<file path="src/verilog/dlfs_pkg.sv">
`default_nettype none
package dlfs_pkg;

  localparam logic [7:0] DLFS_FLAG = 8'h7E;
  localparam int DLFS_OCT_W = 8;
  localparam int DLFS_FCS_W = 32;
  localparam int DLFS_FCS_OCTETS = 4;
  localparam int DLFS_ADDR_W = 7;
  localparam int DLFS_NIB_W = 4;
  localparam int DLFS_HDR_OCTETS = 4;
  localparam int DLFS_INH_OCTETS = 3;
  localparam int DLFS_CNT_W = 16;
  localparam logic [2:0] DLFS_BIT_LAST = 3'h7;
  localparam logic [2:0] DLFS_BIT_FIRST = 3'h0;

  // Frame header fields, sampled when a frame starts.
  typedef struct packed {
    logic cmd_resp;
    logic [DLFS_ADDR_W-1:0] src_addr;
    logic ext_bit;
    logic [DLFS_ADDR_W-1:0] dst_addr;
    logic [DLFS_OCT_W-1:0] control;
    logic [DLFS_FCS_W-1:0] fcs;
  } dlfs_hdr_t;

  // One octet of a stream with its frame position marker.
  typedef struct packed {
    logic [DLFS_OCT_W-1:0] data;
    logic last;
  } dlfs_octet_t;

  // Intranet header minimum fields.
  typedef struct packed {
    logic [DLFS_NIB_W-1:0] version;
    logic [DLFS_NIB_W-1:0] msg_type;
    logic [DLFS_OCT_W-1:0] hdr_len;
    logic [DLFS_OCT_W-1:0] tos;
  } dlfs_inh_t;

  typedef enum logic [2:0] {
    DLFS_IDLE = 3'h0,
    DLFS_TXH = 3'h1,
    DLFS_FHDR = 3'h3,
    DLFS_INH = 3'h2,
    DLFS_NET = 3'h6,
    DLFS_FCS = 3'h7,
    DLFS_CLOSE = 3'h5
  } dlfs_state_t;

endpackage
`default_nettype wire
</file>
<file path="src/verilog/dlfs_bit_shifter.sv">
`timescale 1ns/1ps
`default_nettype none
module dlfs_bit_shifter
  import dlfs_pkg::*;
(
  input wire logic ref_clk,
  input wire logic rst,
  input wire logic load,
  input wire logic [DLFS_OCT_W-1:0] octet,
  output logic busy,
  output logic last_bit,
  output logic ser_bit
);

  logic [DLFS_OCT_W-1:0] shreg;
  logic [2:0] idx;
  logic active;
  logic [DLFS_OCT_W-1:0] next_shreg;
  logic [2:0] next_idx;
  logic next_active;

  always_comb begin
    next_shreg = shreg;
    next_idx = idx;
    next_active = active;
    if (load) begin
      next_shreg = octet;
      next_idx = DLFS_BIT_FIRST;
      next_active = 1'b1;
    end else if (active) begin
      // Bit 0 leaves first.
      next_shreg = {1'b0, shreg[DLFS_OCT_W-1:1]};
      next_idx = idx + 3'h1;
      if (idx == DLFS_BIT_LAST) begin
        next_active = 1'b0;
      end
    end
  end

  always_ff @(posedge ref_clk or posedge rst) begin
    if (rst) begin
      shreg <= '0;
      idx <= DLFS_BIT_FIRST;
      active <= 1'b0;
    end else begin
      shreg <= next_shreg;
      idx <= next_idx;
      active <= next_active;
    end
  end

  assign busy = active;
  assign last_bit = active && (idx == DLFS_BIT_LAST);
  assign ser_bit = shreg[0];

endmodule
`default_nettype wire

</file>
<file path="src/verilog/dlfs_framer.sv">
`timescale 1ns/1ps
`default_nettype none
module dlfs_framer
  import dlfs_pkg::*;
(
  input wire logic ref_clk,
  input wire logic rst,
  input wire logic start,
  input wire dlfs_hdr_t hdr,
  input wire dlfs_inh_t inh,
  input wire logic inh_en,
  input wire logic txh_present,
  input wire logic txh_valid,
  input wire dlfs_octet_t txh_in,
  output logic txh_ready,
  input wire logic net_valid,
  input wire dlfs_octet_t net_in,
  output logic net_ready,
  output logic ser_bit,
  output logic ser_valid,
  output logic frame_active,
  output logic frame_done,
  output logic [DLFS_CNT_W-1:0] octet_num,
  output logic [7:0] octet_out
);

  dlfs_state_t state, next_state;
  dlfs_hdr_t hdr_q, next_hdr_q;
  dlfs_inh_t inh_q, next_inh_q;
  logic [2:0] fidx, next_fidx;
  logic [DLFS_CNT_W-1:0] cnt, next_cnt;
  logic [7:0] oct_q, next_oct_q;
  logic [DLFS_CNT_W-1:0] num_q, next_num_q;
  logic ser_valid_q, next_ser_valid_q;
  logic ser_bit_q, next_ser_bit_q;
  logic act_q, next_act_q;
  logic done_q, next_done_q;
  logic txr_q, next_txr_q;
  logic netr_q, next_netr_q;
  logic sh_load;
  logic sh_busy;
  logic sh_last;
  logic sh_bit;
  logic [7:0] cur_oct;
  logic cur_have;
  logic cur_last;
  logic [DLFS_FCS_W-1:0] fcs_rev;

  // The check value goes out MSB first, so its bit order is flipped and
  // then packed like any other field.
  for (genvar gi = 0; gi < DLFS_FCS_W; gi++) begin : g_fcs_rev
    assign fcs_rev[gi] = hdr_q.fcs[DLFS_FCS_W-1-gi];
  end

  // Octet source per state; fields pack LSB into the lowest free bit.
  always_comb begin
    cur_oct = '0;
    cur_have = 1'b0;
    cur_last = 1'b0;
    case (state)
      DLFS_TXH: begin
        cur_oct = txh_in.data;
        cur_have = txh_valid;
        cur_last = txh_in.last;
      end
      DLFS_FHDR: begin
        cur_have = 1'b1;
        cur_last = (cnt == DLFS_CNT_W'(DLFS_HDR_OCTETS - 1));
        case (cnt[1:0])
          2'h0: cur_oct = DLFS_FLAG;
          2'h1: cur_oct = {hdr_q.src_addr, hdr_q.cmd_resp};
          2'h2: cur_oct = {hdr_q.dst_addr, hdr_q.ext_bit};
          default: cur_oct = hdr_q.control;
        endcase
      end
      DLFS_INH: begin
        cur_have = 1'b1;
        cur_last = (cnt == DLFS_CNT_W'(DLFS_INH_OCTETS - 1));
        case (cnt[1:0])
          2'h0: cur_oct = {inh_q.msg_type, inh_q.version};
          2'h1: cur_oct = inh_q.hdr_len;
          default: cur_oct = inh_q.tos;
        endcase
      end
      DLFS_NET: begin
        cur_oct = net_in.data;
        cur_have = net_valid;
        cur_last = net_in.last;
      end
      DLFS_FCS: begin
        cur_have = 1'b1;
        cur_last = (cnt == DLFS_CNT_W'(DLFS_FCS_OCTETS - 1));
        cur_oct = fcs_rev[cnt[1:0]*DLFS_OCT_W +: DLFS_OCT_W];
      end
      DLFS_CLOSE: begin
        cur_have = 1'b1;
        cur_last = 1'b1;
        cur_oct = DLFS_FLAG;
      end
      default: begin
        cur_have = 1'b0;
      end
    endcase
  end

  // A new octet loads when the shifter is free or on its last bit, so bits
  // run back to back while the sources keep up.
  assign sh_load = (state != DLFS_IDLE) && cur_have && (!sh_busy || sh_last);

  always_comb begin
    next_state = state;
    next_hdr_q = hdr_q;
    next_inh_q = inh_q;
    next_fidx = fidx;
    next_cnt = cnt;
    next_oct_q = oct_q;
    next_num_q = num_q;
    next_done_q = 1'b0;
    next_act_q = act_q;
    next_ser_valid_q = sh_busy;
    next_ser_bit_q = sh_bit;
    next_txr_q = 1'b0;
    next_netr_q = 1'b0;
    if (state == DLFS_IDLE) begin
      // While the closing flag is still shifting the frame is not over, so
      // a start there is refused rather than swallowing the done pulse.
      if (start && !act_q) begin
        next_hdr_q = hdr;
        next_inh_q = inh;
        next_cnt = '0;
        next_fidx = 3'h0;
        next_act_q = 1'b1;
        next_state = txh_present ? DLFS_TXH : DLFS_FHDR;
      end else if (!sh_busy && act_q) begin
        next_act_q = 1'b0;
        next_done_q = 1'b1;
      end
    end else if (sh_load) begin
      next_oct_q = cur_oct;
      next_num_q = next_fidx == 3'h0 && state == DLFS_TXH && cnt == '0 ?
                   '0 : num_q + DLFS_CNT_W'(1);
      next_fidx = 3'h1;
      next_cnt = cnt + DLFS_CNT_W'(1);
      if (cur_last) begin
        next_cnt = '0;
        case (state)
          DLFS_TXH: next_state = DLFS_FHDR;
          DLFS_FHDR: next_state = inh_en ? DLFS_INH : DLFS_NET;
          DLFS_INH: next_state = DLFS_NET;
          DLFS_NET: next_state = DLFS_FCS;
          DLFS_FCS: next_state = DLFS_CLOSE;
          default: next_state = DLFS_IDLE;
        endcase
      end
    end
    if (fidx == 3'h0 && sh_load) begin
      next_num_q = '0;
    end
    next_txr_q = (next_state == DLFS_TXH);
    next_netr_q = (next_state == DLFS_NET);
  end

  always_ff @(posedge ref_clk or posedge rst) begin
    if (rst) begin
      state <= DLFS_IDLE;
      hdr_q <= '0;
      inh_q <= '0;
      fidx <= 3'h0;
      cnt <= '0;
      oct_q <= '0;
      num_q <= '0;
      done_q <= 1'b0;
      act_q <= 1'b0;
      ser_valid_q <= 1'b0;
      ser_bit_q <= 1'b0;
      txr_q <= 1'b0;
      netr_q <= 1'b0;
    end else begin
      state <= next_state;
      hdr_q <= next_hdr_q;
      inh_q <= next_inh_q;
      fidx <= next_fidx;
      cnt <= next_cnt;
      oct_q <= next_oct_q;
      num_q <= next_num_q;
      done_q <= next_done_q;
      act_q <= next_act_q;
      ser_valid_q <= next_ser_valid_q;
      ser_bit_q <= next_ser_bit_q;
      txr_q <= next_txr_q;
      netr_q <= next_netr_q;
    end
  end

  dlfs_bit_shifter u_shift (
    .ref_clk(ref_clk),
    .rst(rst),
    .load(sh_load),
    .octet(cur_oct),
    .busy(sh_busy),
    .last_bit(sh_last),
    .ser_bit(sh_bit)
  );

  // Ready is a combinational pulse in the cycle an octet is consumed. This
  // trades a registered output for a handshake with no wait cycle.
  assign txh_ready = txr_q && sh_load && (state == DLFS_TXH);
  assign net_ready = netr_q && sh_load && (state == DLFS_NET);
  assign ser_bit = ser_bit_q;
  assign ser_valid = ser_valid_q;
  assign frame_active = act_q;
  assign frame_done = done_q;
  assign octet_num = num_q;
  assign octet_out = oct_q;

endmodule
`default_nettype wire

</file>
<file path="config.mk">
export PLATFORM = sky130hd
export DESIGN_NAME = dlfs_framer
export DESIGN_NICKNAME = d
export VERILOG_FILES = /design/src/verilog/dlfs_pkg.sv /design/src/verilog/dlfs_bit_shifter.sv /design/src/verilog/dlfs_framer.sv
export SDC_FILE = /design/constraint.sdc
export NUM_CORES = 1
export LEC_CHECK = 0
export BUFFER_PORTS_ARGS = -buffer_cell sky130_fd_sc_hd__buf_4
export CAP_MARGIN = 20
export CORE_MARGIN = 2
export CORE_UTILIZATION = 60
export CTS_CLUSTER_DIAMETER = 100
export DETAILED_ROUTE_END_ITERATION = 6
export HOLD_SLACK_MARGIN = 0.05
export PLACE_DENSITY = 0.86
export SYNTH_ARGS = -nofsm -noshare
export SYNTH_HDL_FRONTEND = slang
export SYNTH_SLANG_ARGS = --single-unit
</file>
<file path="constraint.sdc">
create_clock -name ref_clk -period 6.85 [get_ports ref_clk]
set_clock_uncertainty 0.15 [all_clocks]
set_input_delay 0.3425 -clock ref_clk [delete_from_list [all_inputs] [get_ports ref_clk]]
set_output_delay 0.3425 -clock ref_clk [all_outputs]
set_load 0.03 [all_outputs]
</file>
==> impl_metrics.csv <==
group,metric,value,unit
status,status,"completed",
sta,rsz0062_at_grt,"false",
sta,slew_violations,0,
placement,place_congestion,0.885,
die,die_w,110,um
sta,setup_tns,0,ns
detailed_routing,route.detailed.drc,0,
power_and_ir_drop,leakage,4.76,nW
critical_path,worstReg2RegStart,"cnt[0]",
critical_path,path_class,"reg -> out",
detailed_routing,via_per_inst,6.30,
hold_path,hold_class,"in -> reg",
cts,cts_setup_buffers,0,
synth,synth-async-reset-ratio,100,%
synth,synth_edf_count,0,
synth,yosys_warnings,0,
finish,fin_util,85.2,%
sta,relSlewSlack,35.2,%
critical_path,crit_top_cell,"buf_4",
finish,synthToLayoutAreaGrowth,37.0,%
critical_path,crit_end,"txh_ready",
cts,clk_pin_slew,0.06,ns
global_routing,grt_use_total,37.9,%
finish,fill_cells,540,
detailed_routing,drtAntennaViolNets,0,
critical_path,max_stage_delay,0.57,ns
critical_path,crit_chain,"nand2b_1 > a21oi_1 > nor3_2 > buf_6 > buf_4 > and4_1 > buf_4",
cts,clockRootBuffer,"clkbuf_16",
detailed_routing,drt_pre_antenna_iters,6,
synth,synth-seq-area-share,52.3,%
placement,hpwlAfterDp,12500,um
cts,clk_latency,0.44,ns
global_routing,grt_start_max_net_pins,84,
power_and_ir_drop,powerDensity,212,mW/mm2
critical_path,critPathTopFamily,"simple AND/OR/NAND/NOR gates",
power_and_ir_drop,ir_drop,0.208,mV
detailed_routing,drt_iter0_drc,967,
die,die_h,110,um
die,start_util,62.2,%
critical_path,required,6.36,ns
critical_path,cp_slowest_cell,"dfrtp_1",
placement,portBuffers,134,
synth,synth_cell_types,58,
job,drv_cap,0,
global_routing,grt_pass1_vias,7223,
global_routing,grt_pass1_wl,36600,um
critical_path,startpoint,"state[2]",
cts,h-tree-depth,4,
sta,hold_viol,0,
sta,worst_slew_pin_slew,0.970,ns
die,io_pins,135,
synth,synthCells,771,
sta,min_period,3.21,ns
finish,final_nets,1079,
critical_path,worst_setup_path_end_kind,"output port",
critical_path,path_depth,7,
cts,numCtsBuffers,17,
cts,cts_tree,"yes",
synth,avgSynthCellArea,8.82,um2
synth,synthesis.area,0.00680,mm2
critical_path,cp_max_fo,16,
sta,clock.fmax,311,MHz
critical_path,r2r_setup_slack,3.77,ns
die,core,0.0109,mm2
die,die_area,0.0122,mm2
detailed_routing,num_vias,7047,
synth,yosys_register_bits,142,
die,rows,38,
sta,period_share,46.9,%
sta,setup_viol,0,
critical_path,r2r-end,"octet_out[7]",
cts,cts_buffer_depth,2,
critical_path,crit_buf_inv,3,
critical_path,arrival,2.72,ns
synth,synth_nets,883,
detailed_routing,postRouteWirelength,22700,um
global_routing,grt-ovfl-total,0,
detailed_routing,wl_per_cell,20.3,um
synth,synthFlopType,"dfrtp_1",
critical_path,start_kind,"flip-flop",
global_routing,antenna_found_initial,0,
cts,cts_sinks,142,
finish,antenna_cells,0,
finish,drive_gt1_share,19.8,%
critical_path,worst_r2r_path_depth,7,
## state kept, by name, indices dropped and copies added (netlist names)
signal         cells
cnt               16
u_shift.busy       1
fcs_rev           32
ser_bit            1
state              3
netr_q             1
ser_valid          1
octet_num         16
frame_active       1
inh_q             24
txr_q              1
fidx               1
u_shift.shreg      8
octet_out          8
hdr_q             24
u_shift.idx        3
frame_done         1
## per-layer routing
layer	track usage [%]	wire (um)	vias up
li1	-	-	2995
met1	45.9	8060	3348
met2	62.2	10900	549
met3	10.2	2400	155
met4	20.0	1380	0
met5	0	0	-
## worst min-delay path by stage
stage / end / from / cells after the start / slack [ns]
6_report: octet_out[2] / txh_in[3] / 4 / 0.18
5_1_grt: octet_out[2] / txh_in[3] / 4 / 0.18
4_1_cts: octet_out[4] / txh_in[5] / 4 / 0.14
3_5_place_dp: ser_bit / u_shift.shreg[0] / 0 / 0.26
3_3_place_gp: ser_bit / u_shift.shreg[0] / 0 / 0.26
2_1_floorplan: ser_bit / u_shift.shreg[0] / 0 / 0.20
## cell usage after synthesis (2+ instances only)
cell | instances | area share, %
a211oi_1 | 6 | 0.66
a21o_1 | 6 | 0.66
a21oi_1 | 32 | 2.4
a221oi_1 | 6 | 0.77
a22o_1 | 6 | 0.77
a22oi_1 | 11 | 1.2
a31oi_1 | 7 | 0.64
and2_1 | 2 | 0.18
and3_1 | 11 | 1.0
buf_2 | 7 | 0.52
clkbuf_1 | 36 | 2.0
dfrtp_1 | 142 | 52
ha_1 | 7 | 1.3
inv_1 | 9 | 0.50
mux4_2 | 8 | 2.7
nand2_1 | 307 | 17
nand3_1 | 22 | 1.6
nand4_1 | 4 | 0.37
nor2_1 | 33 | 1.8
nor2b_1 | 7 | 0.64
nor3_1 | 9 | 0.66
nor4_1 | 2 | 0.18
o21a_1 | 6 | 0.66
o21ai_0 | 18 | 1.3
o21ai_1 | 9 | 0.66
o221a_2 | 6 | 0.99
o22a_1 | 2 | 0.26
o31ai_1 | 3 | 0.33
o41ai_1 | 2 | 0.26
or2_1 | 2 | 0.18
or2_2 | 2 | 0.18
or3_1 | 6 | 0.55
xor2_1 | 10 | 1.3
## kinds of logic after synthesis
logic type	share of synthesized area (%)
AOI/OAI and AO/OA	13.0
xor gates and xnor gates	1.42
adders and majority gates	1.29
buffers and inverters	3.28
DFF	52.3
muxes	2.80
and+or+nand+nor	26.0
## worst register-to-register path, delay by kind of cell (launching register included)
kind / cells / cell delay (ns)
DFF: 1 / 0.85
and+or+nand+nor: 2 / 0.35
adders and majority gates: 1 / 0.71
AOI/OAI and AO/OA: 4 / 0.89
## where the power goes
part | leakage, nW | internal [mW] | switching (mW)
registers | 1.93 | 0.839 | 0
logic | 2.51 | 0.0696 | 0.0405
clock network | 0.314 | 0.663 | 0.361
total | 4.76 | 1.57 | 0.401
## metrics by stage
step,setup slack [ns],total power [mW],cells,hold WS (ns),instance area [um2]
final,3.64,1.97,1119,0.177,9320
after global routing,3.49,2.02,1119,0.177,9320
after CTS,3.42,1.96,1117,0.138,9300
after detailed placement,3.80,0.922,1004,0.257,7830
after global placement,3.98,0.921,1004,0.255,7830
after floorplan,2.55,0.869,771,0.204,6800
## cell type report
type,count,area (um2),area share [%]
clock buffer,21,460,4.94
timing repair buffer,222,1880,20.1
tap,140,175,1.88
inverter,9,38.8,0.416
multi-input combinational,575,3030,32.5
clock inverter,10,185,1.99
sequential,142,3550,38.1
## timing repair
item / in CTS / in global routing
gates resized for setup: 0 / 0
hold buffers: 82 / 0
endpoints found under the hold margin: 147 / 0
## placed cells by master (no fill, tap or decap), drive strengths merged, types with 8 or more instances in the layout
master / n
a21oi: 32
dlygate4sd3: 82
nand3: 22
mux4: 8
dfrtp: 142
a22oi: 11
clkbuf: 21
nor3: 9
buf: 140
xor2: 10
o21ai: 27
nand2: 307
inv: 10
and3: 11
nor2: 35
Power figures use the tool's default switching activity.
